`src/common/rcs_map.svh`:
```
// Offsets, field positions, reset values and counts of the reset sequencer
`ifndef RCS_MAP_SVH
`define RCS_MAP_SVH

`define RCS_ADDR_W 4
`define RCS_OFF_CFG_WORD 4'h0
`define RCS_OFF_STATUS 4'h4
`define RCS_OFF_CTRL 4'h8

`define RCS_CFG_DLL_DIS_BIT 0
`define RCS_CFG_CMH_LSB 1
`define RCS_CFG_RESET 32'h00000000

`define RCS_CTRL_TICK_SEL_RESET 2'h0

`define RCS_CFG_PHASE_CLKS 12'h400
`define RCS_PLL_LOCK_REFS 12'h320
`define RCS_DLL_LOCK_BUS 12'hC01
`define RCS_HRST_HOLD_BUS 12'h200
`define RCS_SRST_DELAY_BUS 12'h003

`endif

```
`src/common/rcs_pkg.sv`:
```
// Types of the reset and configuration sequencer
package rcs_pkg;

	typedef enum logic [2:0] {
		RCS_ST_POR,
		RCS_ST_CONFIG,
		RCS_ST_PLL,
		RCS_ST_DLL,
		RCS_ST_HRST,
		RCS_ST_SRST,
		RCS_ST_RUN
	} rcs_state_e;

	typedef enum logic [1:0] {
		RCS_RATIO_INT,
		RCS_RATIO_2P5,
		RCS_RATIO_3P5
	} rcs_ratio_e;

	typedef struct packed {
		logic read;
		logic write;
		logic [3:0] address;
		logic [31:0] writedata;
		logic [3:0] byteenable;
	} rcs_av_req_s;

	typedef struct packed {
		logic [2:0] clock_mode_straps;
		logic host_port_enable_strap;
		logic reset_cfg_role_strap;
	} rcs_straps_s;

	typedef struct packed {
		logic t1;
		logic t2;
		logic t3;
		logic t4;
	} rcs_ticks_s;

	typedef struct packed {
		rcs_state_e st;
		logic [11:0] cnt;
		logic por_q;
		logic host_mode;
		logic cfg_slave;
		logic [2:0] mode_straps;
		rcs_ratio_e ratio;
		logic [31:0] cfg_word;
		logic [3:0] byte_done;
		logic [1:0] tick_sel;
		logic [7:0] phase;
		logic clk_en;
		logic hard_n;
		logic soft_n;
		logic bus_clk;
		rcs_ticks_s ticks;
		logic upm_launch;
		logic sdram_launch;
		logic waitreq;
		logic [31:0] rdata;
	} rcs_state_s;

endpackage

```
`src/rtl/rcs_sequencer.sv`:
```
// Power-on reset and reset configuration sequencer with memory controller tick generator
`timescale 1ns/10ps
`include "rcs_map.svh"

// Notes on behaviour
// - Host enable and role straps sampled on power-on reset rising edge
// - Host enable strap high selects host configuration
// - Host mode: configuration waits for full word
// - Hard reset held 512 bus clocks after lock
// - Soft reset released three bus clocks later
// - Host enable strap low selects hardware configuration
// - Role strap high slave, low master
// - Both resets asserted until hard reset hold ends
// - Configuration lasts 1024 clocks, then sample mode straps
// - Halt until system PLL locks, ratio from mode
// - PLL lock takes 800 reference clocks
// - Internal clocks enabled only after PLL lock
// - DLL locks after PLL unless disabled
// - DLL disable bit skips DLL locking
// - Bus outputs launched on bus clock rising edge
// - Four ticks per bus cycle, T1 rise, T3 fall
// - T2, T4 placed by clock ratio class
// - Chip-select machines launch on programmed tick
// - SDRAM machine launches only on T1
module rcs_sequencer #(
	parameter int BUS_DIV = 20,
	parameter logic [31:0] HW_CFG_WORD = 32'h00000000
) (
	input wire logic clk,
	input wire logic arst_n,
	input wire logic power_on_reset_n,
	input rcs_pkg::rcs_straps_s straps,
	input wire logic reference_clock_tick,
	input rcs_pkg::rcs_av_req_s av_req,
	output logic av_waitrequest,
	output logic [31:0] av_readdata,
	output logic hard_reset_n,
	output logic soft_reset_n,
	output logic clocks_enable,
	output logic config_slave,
	output logic host_mode,
	output logic bus_ref_clock,
	output rcs_pkg::rcs_ticks_s mc_ticks,
	output logic upm_launch,
	output logic sdram_launch
);
	import rcs_pkg::*;

	localparam logic [7:0] DIV = 8'(BUS_DIV);
	localparam logic [7:0] HALF = 8'(BUS_DIV / 2);

	rcs_state_s s_reg;
	rcs_state_s s_next;
	logic bus_tick;
	logic req;
	logic [7:0] t2_pos;
	logic [7:0] t4_pos;
	logic [31:0] status_word;
	logic cfg_open;
	logic is_read;
	logic is_write;
	logic por_rise;
	logic cfg_all_bytes;
	logic [31:0] rd_mux;

	// Tick positions within a bus cycle by ratio class
	always_comb begin
		case (s_reg.ratio)
			RCS_RATIO_2P5: begin
				t2_pos = 8'((BUS_DIV * 3) / 10);
				t4_pos = 8'((BUS_DIV * 8) / 10);
			end

			RCS_RATIO_3P5: begin
				t2_pos = 8'((BUS_DIV * 4) / 14);
				t4_pos = 8'((BUS_DIV * 11) / 14);
			end

			default: begin
				t2_pos = 8'(BUS_DIV / 4);
				t4_pos = 8'((BUS_DIV * 3) / 4);
			end
		endcase
	end

	assign is_read = av_req.read;
	assign is_write = av_req.write;

	assign bus_tick = s_reg.clk_en && (s_reg.phase == 8'h00);
	assign req = (is_read || is_write) && s_reg.waitreq;
	assign por_rise = power_on_reset_n && !s_reg.por_q;
	assign cfg_all_bytes = &s_reg.byte_done;
	// Host may write the word only after release and before the PLL locks
	assign cfg_open = s_reg.host_mode && ((s_reg.st == RCS_ST_CONFIG) || (s_reg.st == RCS_ST_PLL));

	always_comb begin
		status_word = 32'h00000000;
		status_word[0] = s_reg.host_mode;
		status_word[1] = s_reg.cfg_slave;
		status_word[2] = s_reg.hard_n;
		status_word[3] = s_reg.soft_n;
		status_word[4] = s_reg.clk_en;
		status_word[7:5] = s_reg.mode_straps;
		status_word[11:8] = s_reg.byte_done;
		status_word[14:12] = s_reg.st;
	end

	// Read data selection by offset
	always_comb begin
		case (av_req.address)
			`RCS_OFF_CFG_WORD: begin
				rd_mux = s_reg.cfg_word;
			end

			`RCS_OFF_STATUS: begin
				rd_mux = status_word;
			end

			`RCS_OFF_CTRL: begin
				rd_mux = {30'h00000000, s_reg.tick_sel};
			end

			default: begin
				rd_mux = 32'h00000000;
			end
		endcase
	end

	always_comb begin
		s_next = s_reg;
		s_next.por_q = power_on_reset_n;

		s_next.waitreq = 1'b1;
		s_next.upm_launch = 1'b0;
		s_next.sdram_launch = 1'b0;
		s_next.ticks = '0;

		// Bus clock and tick generation once clocks run
		if (s_reg.clk_en) begin
			if (s_reg.phase == DIV - 8'h01) begin
				s_next.phase = 8'h00;
			end else begin
				s_next.phase = s_reg.phase + 8'h01;
			end
			s_next.bus_clk = (s_next.phase < HALF);

			s_next.ticks.t1 = (s_next.phase == 8'h00);
			s_next.ticks.t2 = (s_next.phase == t2_pos);
			s_next.ticks.t3 = (s_next.phase == HALF);
			s_next.ticks.t4 = (s_next.phase == t4_pos);

			case (s_reg.tick_sel)
				2'h0: begin
					s_next.upm_launch = s_next.ticks.t1;
				end

				2'h1: begin
					s_next.upm_launch = s_next.ticks.t2;
				end

				2'h2: begin
					s_next.upm_launch = s_next.ticks.t3;
				end

				default: begin
					s_next.upm_launch = s_next.ticks.t4;
				end
			endcase
			s_next.sdram_launch = s_next.ticks.t1;
		end

		// Register access
		if (req) begin
			s_next.waitreq = 1'b0;

			s_next.rdata = 32'h00000000;
			if (is_read) begin
				s_next.rdata = rd_mux;
			end else begin
				case (av_req.address)
					`RCS_OFF_CFG_WORD: begin
						if (cfg_open) begin
							for (int i = 0; i < 4; i++) begin
								if (av_req.byteenable[i]) begin
									s_next.cfg_word[i*8 +: 8] = av_req.writedata[i*8 +: 8];
									s_next.byte_done[i] = 1'b1;
								end
							end
						end
					end
					`RCS_OFF_CTRL: begin
						s_next.tick_sel = av_req.writedata[1:0];
					end

					default: begin
						s_next.tick_sel = s_reg.tick_sel;
					end
				endcase
			end
		end

		// Sequencer
		case (s_reg.st)
			RCS_ST_POR: begin
				s_next.hard_n = 1'b0;
				s_next.soft_n = 1'b0;
				s_next.cnt = 12'h000;
				if (por_rise) begin
					s_next.host_mode = straps.host_port_enable_strap;
					s_next.cfg_slave = straps.reset_cfg_role_strap;
					if (straps.host_port_enable_strap) begin
						s_next.cfg_word = `RCS_CFG_RESET;
					end else begin
						s_next.cfg_word = HW_CFG_WORD;
					end
					s_next.byte_done = 4'h0;
					s_next.st = RCS_ST_CONFIG;
				end
			end

			RCS_ST_CONFIG: begin
				if (s_reg.cnt != `RCS_CFG_PHASE_CLKS) begin
					s_next.cnt = s_reg.cnt + 12'h001;
				end
				// Host mode stretches the phase until every byte lane is written
				if ((s_reg.cnt == `RCS_CFG_PHASE_CLKS) && (!s_reg.host_mode || cfg_all_bytes)) begin
					s_next.mode_straps = straps.clock_mode_straps;
					case ({s_reg.cfg_word[`RCS_CFG_CMH_LSB], straps.clock_mode_straps[1:0]})
						3'h2: begin
							s_next.ratio = RCS_RATIO_2P5;
						end

						3'h3: begin
							s_next.ratio = RCS_RATIO_3P5;
						end

						default: begin
							s_next.ratio = RCS_RATIO_INT;
						end
					endcase
					s_next.cnt = 12'h000;
					s_next.st = RCS_ST_PLL;
				end
			end

			RCS_ST_PLL: begin
				if (reference_clock_tick) begin
					s_next.cnt = s_reg.cnt + 12'h001;
				end
				if (s_reg.cnt == `RCS_PLL_LOCK_REFS) begin
					s_next.clk_en = 1'b1;
					s_next.phase = DIV - 8'h01;
					s_next.cnt = 12'h000;
					if (s_reg.cfg_word[`RCS_CFG_DLL_DIS_BIT]) begin
						s_next.st = RCS_ST_HRST;
					end else begin
						s_next.st = RCS_ST_DLL;
					end
				end
			end

			RCS_ST_DLL: begin
				if (bus_tick) begin
					s_next.cnt = s_reg.cnt + 12'h001;
				end
				if (s_reg.cnt == `RCS_DLL_LOCK_BUS) begin
					s_next.cnt = 12'h000;
					s_next.st = RCS_ST_HRST;
				end
			end

			RCS_ST_HRST: begin
				if (bus_tick) begin
					s_next.cnt = s_reg.cnt + 12'h001;
				end
				if (s_reg.cnt == `RCS_HRST_HOLD_BUS) begin
					s_next.hard_n = 1'b1;
					s_next.cnt = 12'h000;
					s_next.st = RCS_ST_SRST;
				end
			end

			RCS_ST_SRST: begin
				if (bus_tick) begin
					s_next.cnt = s_reg.cnt + 12'h001;
				end
				if (s_reg.cnt == `RCS_SRST_DELAY_BUS) begin
					s_next.soft_n = 1'b1;
					s_next.st = RCS_ST_RUN;
				end
			end

			RCS_ST_RUN: begin
				s_next.cnt = 12'h000;
			end

			default: begin
				s_next.st = RCS_ST_POR;
				s_next.hard_n = 1'b0;
				s_next.soft_n = 1'b0;
			end
		endcase

		// External reset low restarts the whole sequence
		if (!power_on_reset_n) begin
			s_next.st = RCS_ST_POR;
			s_next.hard_n = 1'b0;
			s_next.soft_n = 1'b0;

			s_next.clk_en = 1'b0;
			s_next.bus_clk = 1'b0;
			s_next.phase = 8'h00;
			s_next.cnt = 12'h000;

			s_next.ticks = '0;
			s_next.upm_launch = 1'b0;
			s_next.sdram_launch = 1'b0;
		end
	end

	always_ff @(posedge clk or negedge arst_n) begin
		if (!arst_n) begin
			s_reg <= '{
				st: RCS_ST_POR,
				cnt: 12'h000,
				por_q: 1'b0,
				host_mode: 1'b0,
				cfg_slave: 1'b0,
				mode_straps: 3'h0,
				ratio: RCS_RATIO_INT,
				cfg_word: `RCS_CFG_RESET,
				byte_done: 4'h0,
				tick_sel: `RCS_CTRL_TICK_SEL_RESET,
				phase: 8'h00,
				clk_en: 1'b0,
				hard_n: 1'b0,
				soft_n: 1'b0,
				bus_clk: 1'b0,
				ticks: '0,
				upm_launch: 1'b0,
				sdram_launch: 1'b0,
				waitreq: 1'b1,
				rdata: 32'h00000000
			};
		end else begin
			s_reg <= s_next;
		end
	end

	assign av_waitrequest = s_reg.waitreq;
	assign av_readdata = s_reg.rdata;
	assign hard_reset_n = s_reg.hard_n;
	assign soft_reset_n = s_reg.soft_n;

	assign clocks_enable = s_reg.clk_en;
	assign config_slave = s_reg.cfg_slave;
	assign host_mode = s_reg.host_mode;

	assign bus_ref_clock = s_reg.bus_clk;
	assign mc_ticks = s_reg.ticks;
	assign upm_launch = s_reg.upm_launch;
	assign sdram_launch = s_reg.sdram_launch;

endmodule

```
`config.mk`:
```
export PLATFORM = sky130hd
export DESIGN_NAME = rcs_sequencer
export DESIGN_NICKNAME = d
export VERILOG_FILES = /design/src/common/rcs_pkg.sv /design/src/rtl/rcs_sequencer.sv
export VERILOG_INCLUDE_DIRS = /design/src /design/src/common
export SDC_FILE = /design/constraint.sdc
export NUM_CORES = 1
export LEC_CHECK = 0
export ABC_CLOCK_PERIOD_IN_PS = 5700
export BUFFER_PORTS_ARGS = -buffer_cell sky130_fd_sc_hd__buf_2
export CAP_MARGIN = 20
export CELL_PAD_IN_SITES_DETAIL_PLACEMENT = 0
export CELL_PAD_IN_SITES_GLOBAL_PLACEMENT = 1
export CORE_MARGIN = 4
export CORE_UTILIZATION = 47
export DETAILED_ROUTE_END_ITERATION = 12
export PLACE_DENSITY = 0.86
export SETUP_SLACK_MARGIN = 0.15
export SLEW_MARGIN = 20
export SYNTH_ARGS = -nofsm -noshare
export SYNTH_HDL_FRONTEND = slang
export SYNTH_SLANG_ARGS = --single-unit
```
`constraint.sdc`:
```
create_clock -name clk -period 5.7 [get_ports clk]
set_input_delay 1.14 -clock clk [delete_from_list [all_inputs] [get_ports clk]]
set_output_delay 1.14 -clock clk [all_outputs]
set_load 0.01 [all_outputs]
```
Yosys cells after proc, flatten, opt, wreduce, memory -nomap -nowiden
Cells that the tools add are included.

storage, ports and cells
  word-level logic and storage cells = 138
  bits of input ports = 51
  bits in registers = 112

cells by class
  mux-type cells = 46
  reduce and logical (&&, ||, !) cells = 27
  $lt $le $gt $ge = 1
  $add $sub $neg = 2
  bitwise operators = 1
  eq/ne operators = 38

operator list
  cell                                                     count
  two-way mux 36 bit                                       4
  case mux 32 bit (3 select lines)                         1
  two-way mux 38 bit                                       2
  two-way mux 15 bit                                       5
  case mux 12 bit (6 select lines)                         1
  two-way mux 8 bit                                        7
  two-way mux 12 bit                                       3
  two-way mux 33 bit                                       1
  two-way mux 32 bit                                       1
  equality test 12 x 10 -> 1 bit, second input constant    2
  case mux 3 bit (7 select lines)                          1
  two-way mux 18 bit                                       1
  two-way mux 9 bit                                        2
  equality test 8 bit                                      2
  logical NOT 8 bit                                        2
  adder 12 x 1 -> 12 bit, second input constant            1
  equality test 12 x 11 -> 1 bit, second input constant    1
  equality test 12 bit, second input constant              1
  equality test 12 x 2 -> 1 bit, second input constant     1
  equality test 3 x 2 -> 1 bit, second input constant      4
  inequality test 12 x 11 -> 1 bit, second input constant  1
  inequality test 3 bit, second input constant             4
  AND reduction 2 bit                                      5
  OR reduction 5 bit                                       2
  35 further kinds                                         60

Logic depth before layout (Yosys ltp)
  word-level depth = 9
  mapped depth = 10
  gate-level depth less buffers = 8

Worst setup path before layout
Ideal clock, no wire load.

  path type = input to register
  start point = input port av_req[39] (netlist name)
  end point = register s_reg[57] (netlist name)
  required time = 5.568 ns
  slack = 3.096 ns
  arrival time = 2.472 ns
  stages on the path = 6
  cell sequence = nor4_1 > and3_1 > clkbuf_1 > nand2_1 > mux2i_1 > nor2_1

RTL lines
  element               line                  RTL
  start, declared       rcs_sequencer.sv:34   input rcs_pkg::rcs_av_req_s av_req,
  end signal, assigned  rcs_sequencer.sv:323  s_reg <= '{
  end signal, assigned  rcs_sequencer.sv:346  s_reg <= s_next;
  end, declared         rcs_sequencer.sv:52   rcs_state_s s_reg;

Worst setup path after layout
  start point = register s_reg[99] (netlist name)
  end point = register s_reg[106] (netlist name)

on the way
  longest elaborated chain between the ends = 5
  elaborated cells between the ends (all ways) = 19

ends and longest elaborated chain
  element                                                                          line                                                              RTL
  adder 12 x 1 -> 12 bit / equality test 12 x 11 -> 1 bit (equally long branches)  -
  two-way mux 12 bit (tied with other cells)                                       rcs_sequencer.sv:263, rcs_sequencer.sv:273, rcs_sequencer.sv:284
  two-way mux 15 bit (on tied branches)                                            -
  case mux 12 bit (6 select lines)                                                 rcs_sequencer.sv:203                                              case (s_reg.st)
  two-way mux 15 bit                                                               rcs_sequencer.sv:305                                              if (!power_on_reset_n) begin

Parallel ways exist; a longest one is shown, timed or not. The select of a mux whose other input is x is not followed.
A chain may end at the register's enable or synchronous reset.

==> results.cfg <==
[outcome]
result_of_the_run = finished clean

[global_routing]
wire_length_of_the_first_global_routing_pass_mm = 23.7
antenna_violations_before_repair = 0
groute.usage.overall_pct = 20.0
number_of_global_route_vias_before_repair = 4669
pin_count_of_the_biggest_net_entering_global_routing = 77
globalRouteOverflowTotal = 0

[logic_synthesis]
post_synth_xor_area_fraction_pct = 0.885
syn_avg_cell_area_um2 = 9.58
synth_area_um2 = 5940
dominant_combinational_cell_family_by_area_after_synthesis = simple AND/OR/NAND/NOR gates
post_synth_inst_count = 620
ys.flop_type = dfrtp_1
post_synthesis_net_count = 677
synthMuxAreaShare_pct = 7.92
compound_gate_portion_of_the_synthesized_area_pct = 16.1
synth_simple_gate_area_share_pct = 18.5
post_synth_num_cell_types = 67
share_of_synthesized_registers_carrying_an_async_set_or_reset_pct = 100
synthAdderAreaFrac_pct = 1.26
synth-seq-cells = 111
seq_area_frac_synth_pct = 46.8
synth-warning-count = 0
synth_edf_count = 0

[placement]
detailed_place.area_um2 = 6270
io_buffer_count = 95
gp_routability_congestion = 0.868
placedCellCount = 817
hpwlAfterDp_mm = 10.0
placement.setup.worst_slack_ns = 2.72

[cts]
post_cts_resized = 0
cts_sinks = 111
cts-root-buf = clkbuf_16
tritoncts.num_buffers = 9
clk_latency_ns = 0.35
tritoncts = built
clkSlewWorstSetupHoldPaths_ns = 0.07
htree_num_levels = 3
cts_hold_buf = 0
post_cts_setup_buffer_count = 0
cts-root-to-sink-buffers = 2

[route]
vias = 4774
initialDrtViolationCount = 400
dr.pass1.iters = 6
post_drt_wl_per_cell_um = 17.0
ant_nets = 0
drt_drc_violations_left = 0
drt-total-wl_mm = 14.1
detail_route.vias_per_cell = 5.73

[finish]
design_area_um2 = 6550
area.growth.synth_to_final_pct = 10.3
drive_above_1_share_pct = 20.8
finalNetCount = 717
layout_commonest_cell = dfrtp_1
most_used_cells_in_the_layout_excluding_fill_and_tap_cells = dfrtp_1, buf_2, nor2_1
n_diodes = 0
largest_register_ff_count = 67
layout.cells.non_filler = 833

[floorplan]
die_width_um = 120
placeableCoreArea_um2 = 12200
dieHeight_um = 120
initial_utilization_pct = 48.6
die_area_um2 = 14500
design.portCount = 96
fp-row-count = 40

[worst_setup_path]
r2r_cells = 6
crit_fanout = 12
start_kind = register
critPathRequiredTime_ns = 5.93
worstSetupPathType = reg2reg
data_arrival_time_of_the_worst_path_ns = 3.19
worst_setup_path_end_kind = register

[timing]
final-hold-violation-count = 0
layout_setup_ws_ns = 2.74
holdWs_ns = 0.475
max_freq_ghz = 0.338
setup_viol_count_final = 0
layout_worst_path_cycle_share_pct = 52.0
fin_crit_ns = 2.96
rsz0062_at_grt = no
max-slew-margin-rel_pct = 34.3
timing.clock.skew_ns = 0.0122
final_sum_of_negative_setup_slack_ns = 0
timing_max_transition_violations_final = 0
worst_slew_pin_slew_ns = 0.978

[min_path]
worstHoldPathCells = 2
holdCritPathClass = reg2reg

[pwr]
power.density_nw_per_um2 = 235
cellLeakagePower_nw = 3.29
peakVddDrop_mv = 0.113

[run]
maxCapViolations = 0
layer usage:
metal	track usage [%]	vias to the layer above	share of wire, %	wire length [µm]
li1	-	2270	-	-
met1	28.6	2374	46	6570
met2	31.6	126	48	6750
met3	3.84	4	5.3	748
met4	4.53	0	0.46	65
met5	0	-	0	0
Yosys cell counts, drive strengths merged, types with 10 or more instances:
| cell | count | area share (%) |
|---|---|---|
| clkbuf | 28 | 1.8 |
| buf | 44 | 5.5 |
| o21ai | 33 | 2.8 |
| nor2 | 62 | 3.9 |
| inv | 18 | 1.1 |
| nand2 | 56 | 3.5 |
| a31oi | 13 | 1.5 |
| nand3 | 17 | 1.4 |
| mux2i | 38 | 6.4 |
| a22oi | 13 | 1.6 |
| dfrtp | 110 | 46 |
| a22o | 18 | 2.7 |
| nor4 | 10 | 1.2 |
| and3 | 10 | 1.1 |
| nor3 | 13 | 1.1 |
| a21oi | 26 | 2.2 |
cell type report:
| class | instances | area, µm² |
|---|---|---|
| sequential | 111 | 2780 |
| inverter | 18 | 67.6 |
| clock buffer | 10 | 229 |
| clock inverter | 6 | 57.6 |
| timing repair buffer | 101 | 523 |
| multi-input combinational | 419 | 2690 |
| fill | 1143 | 5660 |
| tap | 168 | 210 |
power breakdown:
group	internal (mW)	switching, mW
clock network	0.309	0.301
logic	0.0415	0.0746
registers	0.798	0.0168
total	1.15	0.392
per-stage QoR:
stage / power (mW) / util, %
after floorplan: 0.886 / -
after global placement: 0.942 / 51.2
after detailed placement: 0.946 / 51.3
after CTS: 1.56 / 53.7
after global routing: 1.61 / 53.7
final: 1.54 / 53.7
worst paths after layout:
kind	to	start	slack, ns
max	s_reg[106]	s_reg[99]	2.74
min	av_readdata[10]	av_readdata[10]	0.48
max reg2reg	s_reg[106]	s_reg[99]	2.74
min reg2reg	av_readdata[10]	av_readdata[10]	0.48
max in group asynchronous	sdram_launch	arst_n	3.74
min in group asynchronous	av_readdata[6]	arst_n	0.93
cells by family after synthesis:
kind of cell / Yosys count
AOI/OAI and AO/OA: 143
DFF: 111
and+or+nand+nor: 218
buffers and inverters: 90
muxes: 46
adders and majority gates: 6
xor gates and xnor gates: 6
worst max-delay path: stages, from the launching register on:
cell and delay [ns]:
dfrtp_1 0.48, or3_4 0.46, or4_4 0.60, a31oi_2 0.60, o21ai_1 0.35, a32oi_1 0.27
o21ai_1 0.08
No activity file was read; power rests on OpenSTA's default activity.
